[src/logic/lqm_params.svh]
/*
 Named constants of the link quality monitor: register indices,
 field positions, reset values and timing figures.
 Assumes one 100 MHz clock and word-per-index register addressing.
*/
`ifndef LQM_PARAMS_SVH
`define LQM_PARAMS_SVH

// ****************************************
// Register indices (byte address = 4 * index)
// ****************************************
`define LQM_IDX_CFG 16'h0560
`define LQM_IDX_COUNTS 16'h0561
`define LQM_IDX_TRAIN 16'h0562
`define LQM_IDX_IRQ_STATUS 16'h0563
`define LQM_IDX_IRQ_MASK 16'h0564

// ****************************************
// Field positions and widths
// ****************************************
`define LQM_CFG_WMASK 16'h3fff
`define LQM_CFG_RESET 16'h07e4
`define LQM_SRC_HI 12
`define LQM_SRC_LO 11
`define LQM_FMASK_HI 10
`define LQM_FMASK_LO 5
`define LQM_TMR_HI 4
`define LQM_TMR_LO 3
`define LQM_SQI_HI 2
`define LQM_SQI_LO 0
`define LQM_LOSS_W 6
`define LQM_FAIL_W 10
`define LQM_LTT_W 8
`define LQM_READY_BIT 15
`define LQM_IRQ_W 5

// ****************************************
// Timing figures
// ****************************************
`define LQM_CLK_HZ 100000000
`define LQM_US_PER_S 1000000
`define LQM_T_2MS_US 12'd2000
`define LQM_T_500US_US 12'd500
`define LQM_T_1MS_US 12'd1000
`define LQM_T_4MS_US 12'd4000
`define LQM_US_PER_MS 10'd1000

`endif

[src/logic/lqm_pkg.sv]
/*
 Types of the link quality monitor.
 Assumes the constants header is compiled alongside.
*/
package lqm_pkg;

   // Hysteresis state, Gray coded along the up and down path
   typedef enum logic [1:0] {
      LQM_NOT_READY = 2'b00,
      LQM_WAIT_UP = 2'b01,
      LQM_READY = 2'b11,
      LQM_WAIT_DOWN = 2'b10
   } lqm_state_t;

   // Link-up source selection
   typedef enum logic [1:0] {
      LQM_SRC_STD = 2'b00,
      LQM_SRC_MONITOR = 2'b01,
      LQM_SRC_SEND_DATA = 2'b10,
      LQM_SRC_COMM_READY = 2'b11
   } lqm_src_t;

   // Hysteresis timer selection
   typedef enum logic [1:0] {
      LQM_TMR_2MS = 2'b00,
      LQM_TMR_500US = 2'b01,
      LQM_TMR_1MS = 2'b10,
      LQM_TMR_4MS = 2'b11
   } lqm_tmr_t;

endpackage

[src/logic/lqm_top.sv]
/*
 Link quality monitor: picks a link-up source, filters it through a
 hysteresis timer into a communication-ready indication, counts link
 losses and masked link failures, times the last link training and
 raises a masked interrupt on its events.
 Assumes all inputs synchronous to clk; event inputs are one-cycle
 pulses; rst is the power-up reset.
*/
// Implementation choice: the address-and-strobe port.
// Notes on behaviour
// - link-up comes from the source chosen by the two-bit source field
// - failures count only where their six-bit mask bit is set; mask resets all ones
// - mask bit 5 covers bad signal quality, bit 6 jabber and invalid stream start
// - bit 7 link drop, bit 8 receive error, bit 9 invalid stream end
// - hysteresis time: 00 2 ms, 01 500 us, 10 1 ms, 11 4 ms
// - quality falling below the threshold counts a failure; threshold resets to 100b
// - six-bit read-only count of link losses in bits 15-10
// - ten-bit read-only count of failures without link loss in bits 9-0
// - read-only communication-ready status in bit 15
// - read-only eight-bit duration of the last link training in bits 7-0
`timescale 1ns/1ps
`include "lqm_params.svh"

module lqm_top
#(
   parameter int US_CYCLES = `LQM_CLK_HZ / `LQM_US_PER_S
)
(
   input wire logic clk,
   input wire logic rst,
   input wire logic [15:0] reg_addr,
   input wire logic [15:0] reg_wdata,
   input wire logic reg_wr,
   input wire logic reg_rd,
   output logic [15:0] reg_rdata,
   input wire logic link_up_std,
   input wire logic link_monitor_status,
   input wire logic phy_send_data,
   input wire logic partner_comm_ready,
   input wire logic [2:0] sqi_level,
   input wire logic rx_jabber,
   input wire logic invalid_stream_start,
   input wire logic link_drop_event,
   input wire logic rx_error,
   input wire logic invalid_stream_end,
   input wire logic training_active,
   output logic comm_ready,
   output logic irq
);

   // ****************************************
   // Declarations
   // ****************************************
   logic [15:0] cfg;
   logic [`LQM_LOSS_W-1:0] link_losses;
   logic [`LQM_FAIL_W-1:0] link_failures;
   logic [`LQM_LTT_W-1:0] last_training_duration;
   logic [`LQM_LTT_W-1:0] train_ms;
   logic [9:0] train_us;
   logic training_d;
   logic [`LQM_IRQ_W-1:0] irq_status;
   logic [`LQM_IRQ_W-1:0] irq_mask;
   logic [`LQM_IRQ_W-1:0] irq_events;
   logic [15:0] reg_index;
   logic [6:0] us_div;
   logic us_tick;
   logic [11:0] hyst_us;
   lqm_pkg::lqm_state_t state;
   lqm_pkg::lqm_state_t next_state;
   logic link_up;
   logic sqi_bad;
   logic sqi_bad_d;
   logic [5:0] fail_events;
   logic fail_hit;
   logic loss_hit;
   logic ready_rise;
   logic train_done;
   logic hyst_expired;

   // Decode of the hysteresis time in microseconds
   function automatic logic [11:0] hyst_limit(input logic [1:0] sel);
      logic [11:0] lim;
      lim = `LQM_T_2MS_US;
      case (lqm_pkg::lqm_tmr_t'(sel))
         lqm_pkg::LQM_TMR_2MS: lim = `LQM_T_2MS_US;
         lqm_pkg::LQM_TMR_500US: lim = `LQM_T_500US_US;
         lqm_pkg::LQM_TMR_1MS: lim = `LQM_T_1MS_US;
         lqm_pkg::LQM_TMR_4MS: lim = `LQM_T_4MS_US;
         default: lim = `LQM_T_2MS_US;
      endcase
      return lim;
   endfunction

   // Index from a byte address; low two bits ignored
   function automatic logic [15:0] addr_index(input logic [15:0] a);
      return {2'b00, a[15:2]};
   endfunction

   assign reg_index = addr_index(reg_addr);

   // ****************************************
   // Microsecond enable
   // ****************************************

   // One-cycle pulse per microsecond drives all slow timing
   always_ff @(posedge clk or posedge rst)
   begin
      if (rst)
      begin
         us_div <= 7'h00;
         us_tick <= 1'b0;
      end
      else if (us_div == 7'(US_CYCLES - 1))
      begin
         us_div <= 7'h00;
         us_tick <= 1'b1;
      end
      else
      begin
         us_div <= us_div + 7'h01;
         us_tick <= 1'b0;
      end
   end

   // ****************************************
   // Link-up source and hysteresis
   // ****************************************

   // Source select
   always_comb
   begin
      case (lqm_pkg::lqm_src_t'(cfg[`LQM_SRC_HI:`LQM_SRC_LO]))
         lqm_pkg::LQM_SRC_STD: link_up = link_up_std;
         lqm_pkg::LQM_SRC_MONITOR: link_up = link_monitor_status;
         lqm_pkg::LQM_SRC_SEND_DATA: link_up = phy_send_data;
         lqm_pkg::LQM_SRC_COMM_READY: link_up = partner_comm_ready;
         default: link_up = link_up_std;
      endcase
   end

   // Timer compares against the current setting, so a change applies at once
   assign hyst_expired = us_tick &&
      (hyst_us >= hyst_limit(cfg[`LQM_TMR_HI:`LQM_TMR_LO]) - 12'h001);

   // Ready only after the new level has held for the whole hysteresis time
   always_comb
   begin
      next_state = state;
      case (state)
         lqm_pkg::LQM_NOT_READY:
            if (link_up)
               next_state = lqm_pkg::LQM_WAIT_UP;
         lqm_pkg::LQM_WAIT_UP:
            if (!link_up)
               next_state = lqm_pkg::LQM_NOT_READY;
            else if (hyst_expired)
               next_state = lqm_pkg::LQM_READY;
         lqm_pkg::LQM_READY:
            if (!link_up)
               next_state = lqm_pkg::LQM_WAIT_DOWN;
         lqm_pkg::LQM_WAIT_DOWN:
            if (link_up)
               next_state = lqm_pkg::LQM_READY;
            else if (hyst_expired)
               next_state = lqm_pkg::LQM_NOT_READY;
         default:
            next_state = lqm_pkg::LQM_NOT_READY;
      endcase
   end

   // State register
   always_ff @(posedge clk or posedge rst)
   begin
      if (rst)
         state <= lqm_pkg::LQM_NOT_READY;
      else
         state <= next_state;
   end

   // Hysteresis timer, restarted on every state change
   always_ff @(posedge clk or posedge rst)
   begin
      if (rst)
         hyst_us <= 12'h000;
      else if (next_state != state)
         hyst_us <= 12'h000;
      else if (us_tick && hyst_us != 12'hfff)
         hyst_us <= hyst_us + 12'h001;
   end

   // Ready output, also the status bit
   always_ff @(posedge clk or posedge rst)
   begin
      if (rst)
         comm_ready <= 1'b0;
      else
         comm_ready <= (next_state == lqm_pkg::LQM_READY) ||
            (next_state == lqm_pkg::LQM_WAIT_DOWN);
   end

   assign loss_hit = comm_ready &&
      (state == lqm_pkg::LQM_WAIT_DOWN) && (next_state == lqm_pkg::LQM_NOT_READY);
   assign ready_rise = (state == lqm_pkg::LQM_WAIT_UP) &&
      (next_state == lqm_pkg::LQM_READY);

   // ****************************************
   // Failure detection
   // ****************************************

   // Lower quality value is worse; only the crossing counts
   assign sqi_bad = sqi_level < cfg[`LQM_SQI_HI:`LQM_SQI_LO];

   always_ff @(posedge clk or posedge rst)
   begin
      if (rst)
         sqi_bad_d <= 1'b0;
      else
         sqi_bad_d <= sqi_bad;
   end

   // Mask bits 5..10 line up with events 0..5; bit 10 has no source
   assign fail_events = {1'b0, invalid_stream_end, rx_error, link_drop_event,
      rx_jabber | invalid_stream_start, sqi_bad & ~sqi_bad_d};

   // Several failures in one cycle count as one; none while a loss ends the link
   assign fail_hit = |(fail_events & cfg[`LQM_FMASK_HI:`LQM_FMASK_LO]) &&
      comm_ready && !loss_hit;

   // ****************************************
   // Counters
   // ****************************************

   // Loss counter, saturating, cleared only at power-up
   always_ff @(posedge clk or posedge rst)
   begin
      if (rst)
         link_losses <= '0;
      else if (loss_hit && link_losses != '1)
         link_losses <= link_losses + 1'b1;
   end

   // Failure counter, saturating
   always_ff @(posedge clk or posedge rst)
   begin
      if (rst)
         link_failures <= '0;
      else if (fail_hit && link_failures != '1)
         link_failures <= link_failures + 1'b1;
   end

   // ****************************************
   // Training duration, in milliseconds
   // ****************************************

   assign train_done = training_d && !training_active;

   always_ff @(posedge clk or posedge rst)
   begin
      if (rst)
         training_d <= 1'b0;
      else
         training_d <= training_active;
   end

   // Running duration; saturates so a training of 255 ms or more reads full scale
   always_ff @(posedge clk or posedge rst)
   begin
      if (rst)
      begin
         train_us <= 10'h000;
         train_ms <= '0;
      end
      else if (training_active && !training_d)
      begin
         train_us <= 10'h000;
         train_ms <= '0;
      end
      else if (training_active && us_tick)
      begin
         if (train_us == `LQM_US_PER_MS - 10'd1)
         begin
            train_us <= 10'h000;
            if (train_ms != '1)
               train_ms <= train_ms + 1'b1;
         end
         else
            train_us <= train_us + 10'h001;
      end
   end

   // Latched at the end of each training
   always_ff @(posedge clk or posedge rst)
   begin
      if (rst)
         last_training_duration <= '0;
      else if (train_done)
         last_training_duration <= train_ms;
   end

   // ****************************************
   // Registers
   // ****************************************

   // Configuration; read-only bits 15-14 stay zero
   always_ff @(posedge clk or posedge rst)
   begin
      if (rst)
         cfg <= `LQM_CFG_RESET;
      else if (reg_wr && reg_index == `LQM_IDX_CFG)
         cfg <= reg_wdata & `LQM_CFG_WMASK;
   end

   // Interrupt mask
   always_ff @(posedge clk or posedge rst)
   begin
      if (rst)
         irq_mask <= '0;
      else if (reg_wr && reg_index == `LQM_IDX_IRQ_MASK)
         irq_mask <= reg_wdata[`LQM_IRQ_W-1:0];
   end

   // Events: ready up, link loss, failure counted, training done, sqi bad
   assign irq_events = {sqi_bad & ~sqi_bad_d, train_done, fail_hit,
      loss_hit, ready_rise};

   // Sticky status; a new event beats a write-one clear
   always_ff @(posedge clk or posedge rst)
   begin
      if (rst)
         irq_status <= '0;
      else if (reg_wr && reg_index == `LQM_IDX_IRQ_STATUS)
         irq_status <= (irq_status & ~reg_wdata[`LQM_IRQ_W-1:0]) | irq_events;
      else
         irq_status <= irq_status | irq_events;
   end

   // Level interrupt, registered
   always_ff @(posedge clk or posedge rst)
   begin
      if (rst)
         irq <= 1'b0;
      else
         irq <= |(irq_status & irq_mask);
   end

   // Read data one cycle after the strobe; unmapped reads zero
   always_ff @(posedge clk or posedge rst)
   begin
      if (rst)
         reg_rdata <= 16'h0000;
      else if (reg_rd)
      begin
         case (reg_index)
            `LQM_IDX_CFG: reg_rdata <= cfg;
            `LQM_IDX_COUNTS: reg_rdata <= {link_losses, link_failures};
            `LQM_IDX_TRAIN: reg_rdata <= {comm_ready, 7'h00,
               last_training_duration};
            `LQM_IDX_IRQ_STATUS: reg_rdata <= {11'h000, irq_status};
            `LQM_IDX_IRQ_MASK: reg_rdata <= {11'h000, irq_mask};
            default: reg_rdata <= 16'h0000;
         endcase
      end
      else
         reg_rdata <= 16'h0000;
   end

endmodule

[config.mk]
export PLATFORM = sky130hd
export DESIGN_NAME = lqm_top
export DESIGN_NICKNAME = d
export VERILOG_FILES = /design/src/logic/lqm_pkg.sv /design/src/logic/lqm_top.sv
export VERILOG_INCLUDE_DIRS = /design/src /design/src/logic
export SDC_FILE = /design/constraint.sdc
export NUM_CORES = 1
export LEC_CHECK = 0
export ABC_AREA = 1
export BUFFER_PORTS_ARGS = -buffer_cell sky130_fd_sc_hd__buf_2
export CELL_PAD_IN_SITES_DETAIL_PLACEMENT = 0
export CELL_PAD_IN_SITES_GLOBAL_PLACEMENT = 1
export CORE_MARGIN = 8
export CORE_UTILIZATION = 45
export DETAILED_ROUTE_END_ITERATION = 12
export PLACE_DENSITY = 0.88
export SYNTH_ARGS = -nofsm -noshare
export SYNTH_HDL_FRONTEND = slang
export SYNTH_SLANG_ARGS = --single-unit
[constraint.sdc]
create_clock -name clk -period 6.4 [get_ports clk]
set_clock_uncertainty 0.05 [all_clocks]
set_input_delay 0.32 -clock clk [delete_from_list [all_inputs] [get_ports clk]]
set_output_delay 0.32 -clock clk [all_outputs]
set_load 0.1 [all_outputs]
Word-level counts from Yosys, hierarchy flattened --
Cells that the tools add are included.
Storage, ports and cells: output and inout bits 18, input bits 49, word-level logic and storage cells 111, register bits after elaboration 108
Operators by class: reductions and logical operators 30, eq/ne operators 23, add/subtract/negate cells 7, multiplexer cells 23, bitwise logic cells 9, $lt $le $gt $ge 2
Operators with widths (number):
- case mux 16 bit (5 select lines) | 1
- equality test 14 x 11 -> 1 bit, second input constant | 5
- case mux 12 bit (4 select lines) | 1
- 2-to-1 mux 8 bit | 4
- 2-to-1 mux 10 bit | 3
- 2-to-1 mux 12 bit | 2
- adder 10 x 1 -> 10 bit, second input constant | 2
- equality test 2 bit, second input constant | 8
- 2-to-1 mux 16 bit | 1
- logical AND 1 bit | 15
- adder 12 x 1 -> 12 bit, second input constant | 1
- >= comparator 12 bit | 1
- 2-to-1 mux 2 bit | 6
- inequality test 12 bit, second input constant | 1
- subtractor 12 x 1 -> 12 bit, second input constant | 1
- bitwise AND 5 bit | 2
- equality test 10 bit, second input constant | 1
- inequality test 10 bit, second input constant | 1
- bitwise OR 5 bit | 2
- adder 8 x 1 -> 8 bit, second input constant | 1
- zero test 2 bit | 4
- inequality test 8 bit, second input constant | 1
- case mux 2 bit (4 select lines) | 1
- nonzero test 2 bit | 4
- other kinds (21) | 25

Logic depth before layout (Yosys ltp) --
depth in word-level cells 14, mapped depth 15, mapped depth without buffers 15

Worst setup path before layout --
No wires, ideal clock.
path kind reg-to-reg, start register cfg[3], end register link_failures[0], period minus slack after synthesis 2138 ps, stages on the path, launching flop included 16, required time 6233 ps, buffers on the path 1, setup slack 4262 ps, setup time 117 ps, data arrival time 1971 ps, cells stage by stage dfrtp_1 > inv_1 > ha_1 > inv_1 > ha_1 > nand2_1 > nand2_1 > nand2_1 > nand2_1 > nand2_1 > nand3_1 > nand3_2 > nand3_4 > buf_6 > nand2_1 > nand2_1
On the way: longest elaborated chain between the ends 13, elaborated cells between the ends (all ways) 18, those cells by class add/sub: 1; order compare: 1; eq/ne: 3; mux: 6; reduce/logical: 7
RTL lines:
- from (decl) | line lqm_top.sv:54 | logic [15:0] cfg;
- from (signal assigned) | line lqm_top.sv:308 | cfg <= `LQM_CFG_RESET;
- from (signal assigned) | line lqm_top.sv:310 | cfg <= reg_wdata & `LQM_CFG_WMASK;
- equality test 2 bit, or another cell as far along | line lqm_top.sv:84 | case (lqm_pkg::lqm_tmr_t'(sel))
- case mux 12 bit (4 select lines) (*) | line lqm_top.sv:84
- subtractor 12 x 1 -> 12 bit (*) | line lqm_top.sv:143 | (hyst_us >= hyst_limit(cfg[`LQM_TMR_HI:`LQM_TMR_LO]) - 12'h001);
- >= comparator 12 bit (*) | line lqm_top.sv:143
- logical AND 1 bit (*) | line lqm_top.sv:142 | assign hyst_expired = us_tick &&
- 2-to-1 mux 2 bit, on equally long branches | line lqm_top.sv:164, lqm_top.sv:156
- 2-to-1 mux 2 bit, on equally long branches | line lqm_top.sv:162, lqm_top.sv:154
- case mux 2 bit (4 select lines) (*) | line lqm_top.sv:149 | case (state)
- zero test 2 bit (*) | line lqm_top.sv:202 | (state == lqm_pkg::LQM_WAIT_DOWN) && (next_state == lqm_pkg::LQM_NOT_READY);
- logical AND 1 bit (*) | line lqm_top.sv:202
- zero test 1 bit (*) | line lqm_top.sv:227 | comm_ready && !loss_hit;
- logical AND 1 bit (*) | line lqm_top.sv:226 | assign fail_hit = |(fail_events & cfg[`LQM_FMASK_HI:`LQM_FMASK_LO]) &&
- logical AND 1 bit (*) | line lqm_top.sv:247 | else if (fail_hit && link_failures != '1)
- to (signal assigned) | line lqm_top.sv:248 | link_failures <= link_failures + 1'b1;
- to (decl) | line lqm_top.sv:56 | logic [`LQM_FAIL_W-1:0] link_failures;
Mark *: on every way between the ends. The rest lies on a longest branch, timed or not. The select of a mux whose other input is x is not followed. A chain may end at the register's enable or synchronous reset.

Worst setup path after layout --
start register cfg[3], end register hyst_us[1]
On the way: longest elaborated chain between the ends 10, elaborated cells between the ends (all ways) 16, those cells by class add/sub: 1; order compare: 1; eq/ne: 4; mux: 7; reduce/logical: 3
RTL lines:
- equality test 2 bit, or another cell as far along | line lqm_top.sv:84
- case mux 12 bit (4 select lines) (*) | line lqm_top.sv:84
- subtractor 12 x 1 -> 12 bit (*) | line lqm_top.sv:143
- >= comparator 12 bit (*) | line lqm_top.sv:143
- logical AND 1 bit (*) | line lqm_top.sv:142
- 2-to-1 mux 2 bit, on equally long branches | line lqm_top.sv:164, lqm_top.sv:156
- 2-to-1 mux 2 bit, on equally long branches | line lqm_top.sv:162, lqm_top.sv:154
- case mux 2 bit (4 select lines) (*) | line lqm_top.sv:149
- inequality test 2 bit (*) | line lqm_top.sv:185 | else if (next_state != state)
- 2-to-1 mux 12 bit or nonzero test 2 bit (tied branches)
- to (signal assigned) | line lqm_top.sv:188 | hyst_us <= hyst_us + 12'h001;
- to (decl) | line lqm_top.sv:67 | logic [11:0] hyst_us;
Marked as above.

==> flow_summary.toml <==
[synthesis]
yosysTopAreaCell = "dfrtp_1"
ys_ff_latch = 107
synthArstFlopShare_pct = 100
synth_top_cells_by_count = "nand2_1 (186), dfrtp_1 (100), inv_1 (85)"
synthesis.area_mm2 = 0.00575
synth.area.top_cells = "dfrtp_1 (44%), nand2_1 (12%), inv_1 (5.5%)"
synth_ff_type = "dfrtp_1"
yosysSeqAreaShare_pct = 46.7
synth_nets = 772
synth_edf_count = 0
syn_inst = 702
yosysMostFrequentCell = "nand2_1"
ys_warn_count = 0
syn_avg_cell_area_um2 = 8.19
synth.distinct_cells = 43
synth_top_area_share_pct = 43.5

[power]
internal-power_mw = 1.08
combinationalPowerShare_pct = 6.7
power.share.clock_pct = 43.0
power_switching_share_pct = 24.1
leakagePower_nw = 3.21
p_switching_mw = 0.342
power_frac_seq_pct = 50.3
irDropWorstVdd_uv = 110
p_per_area_mw_per_mm2 = 218

[floorplan]
core-area_mm2 = 0.0126
rows = 41
io_pins = 67
die_h_um = 129
die_area_mm2 = 0.0167
die_x_um = 129
initial_core_util_pct = 45.8

[global_route]
overflow = 0
grt_usage_pct = 16.9
grt_pass1_wl_um = 22400
antenna_found_initial = 0
grt_max_degree = 59
grt_pass1_vias = 4724

[critical_path]
crit_path_max_fanout = 11
r2r_start = "cfg[3]"
rr_worst_depth = 13
timing_worst_setup_path_type = "register to register"
required_ns = 6.62
r2r_slack_ns = 3.68
end_kind = "register"
critPathCapture = "hyst_us[1]"
cp-start-kind = "register"
cp-startpoint = "cfg[3]"
cp_data_arrival_time_ns = 2.94
rr_endpoint = "hyst_us[1]"

[placed_design]
place.port_buffers = 62
detailed_place_hpwl_um = 9760
pre_cts_slack_ns = 3.70
place_congestion = 0.844

[run_status]
outcome = "finished with violations"
violations = "hold timing"

[final_layout]
drive_gt1_share_pct = 15.8
n_antenna_cell = 0
post-route-util_pct = 51.8
fillers = 1160
area.growth.synth_to_final_pct = 13.3
layout.nets = 831

[timing]
hold_viol_final = 7
post-route-period-util_pct = 42.5
fin_hold_ws_ns = -0.0122
worstMarginPinSlew_ns = 0.942
postLayoutSetupSlackWorst_ns = 3.68
max_freq_mhz = 368
report.final.setup_viol = 0
finalCriticalPeriod_ns = 2.72
slew_headroom_pct = 36.6
setup_tns_ns = 0
rsz0062_at_grt = "no"
drv_slew = 0

[clocking]
path_clk_slew_ns = 0.07
cts_buffers = 9
htreeDepth = 3
cts-root-buf = "clkbuf_16"
cts_buffer_depth = 2
cts_tree = "built"
insertion_delay_ns = 0.36
post_cts_resized = 0
cts-hold-fix-buffers = 0
cts_sinks = 107
cts_setup_buffers = 0

[drt]
via_count = 4749
drt-total-wl_um = 13000
drc = 0
via_per_inst = 5.06
drtIter0Drc = 333
wl_per_cell_um = 13.9
drtPass1Iterations = 4
antenna_violating_nets_post_route = 0

[job]
maxCapViolations = 0

[hold_path]
hold_class = "primary input to async pin"
[flip-flops by register name, summed over array words and instances (netlist names), 5 cells and up]
signal                  cells
train_ms                    8
irq_status                  5
cfg                        14
last_training_duration      8
us_div                      7
train_us                   10
reg_rdata                  16
link_losses                 6
irq_mask                    5
link_failures              10
hyst_us                    12
[worst max-delay path, cell delays in order (launching register included)]
cell	delay [ns]
dfrtp_1	0.48
inv_1	0.11
ha_1	0.36
inv_1	0.06
ha_1	0.29
nand2_1	0.06
nand2_1	0.05
nand2_1	0.06
nand2_1	0.05
nand2_1	0.05
nand3_1	0.20
nand4_1	0.22
nand3_1	0.35
a21oi_1	0.23
[kinds of logic (layout without fill, tap and decap cells)]
kind of cell,count (synthesis),count (layout),share of synthesized area [%]
compound gates,69,69,6.55
xor+xnor,25,25,3.81
fa+ha+maj,21,21,4.57
buf+inv,102,166,7.35
flops,107,107,46.7
mux,4,4,0.761
other cells,1,1,0.0652
simple gates,373,373,30.2
[per-layer routing]
metal / share of wire [%] / vias up / wire [um] / global-route usage [%]
li1: - / 2391 / - / -
met1: 46 / 2230 / 5940 / 21.6
met2: 46 / 102 / 6010 / 26.7
met3: 5.5 / 26 / 723 / 3.53
met4: 2.8 / 0 / 363 / 8.22
met5: 0 / - / 0 / 0
[power by group through the flow]
stage               combinational (mW)  clock (mW)  sequential (mW)
floorplan                       0.0663           0            0.723
finish                          0.0954       0.612            0.716
global route                     0.112       0.654            0.719
CTS                             0.0976       0.627            0.716
global placement                0.0926           0            0.727
detailed placement              0.0968           0            0.729
[stage by stage]
stage / power (mW) / cells / hold slack (ns) / cell area (um^2)
final: 1.42 / 938 / -0.0122 / 6510
after global routing: 1.49 / 938 / 0.0430 / 6510
after CTS: 1.44 / 938 / 0.0239 / 6510
after detailed placement: 0.826 / 922 / 0.403 / 6190
after global placement: 0.820 / 922 / 0.396 / 6190
after floorplan: 0.790 / 702 / 0.301 / 5750
[cells in the final DEF (no fill, tap or decap), types with 2 or more instances in the layout]
cell type	synthesis	routed
nand2_2	7	7
mux2_2	3	3
inv_2	2	2
nand2_1	186	186
a21oi_1	15	15
nor2_1	61	61
o21ai_0	30	30
nand3_1	44	44
nand4_1	34	34
bufinv_16	0	2
clkbuf_16	0	9
a31oi_1	2	2
xnor2_1	10	10
a21oi_2	4	4
nor4_1	6	6
inv_1	85	84
nor2_8	2	2
o21ai_1	14	14
or2_2	3	3
buf_2	5	62
dfrtp_1	100	100
ha_1	21	21
xor2_1	15	15
nand3_4	2	2
nor3b_1	2	2
nor2_4	3	3
inv_6	0	3
nand3_2	2	2
dfstp_2	7	7
nand3b_1	2	2
nor2_2	3	3
nor3_1	12	12
[layout make-up]
type | count | area (um^2) | area share (%)
clock buffers | 10 | 229 | 3.52
inverters | 87 | 329 | 5.05
repair buffers | 63 | 318 | 4.88
multi-input cells | 493 | 2640 | 40.5
clock inverters | 6 | 95.1 | 1.46
well taps | 172 | 215 | 3.30
flip-flops and latches | 107 | 2690 | 41.2
[worst min-delay path by stage]
stage / to
6_report: cfg[3]
2_1_floorplan: training_d
3_3_place_gp: irq
5_1_grt: irq_mask[2]
3_5_place_dp: us_div[0]
4_1_cts: irq_status[2]
Note: power is estimated with default switching activity, not from simulation.
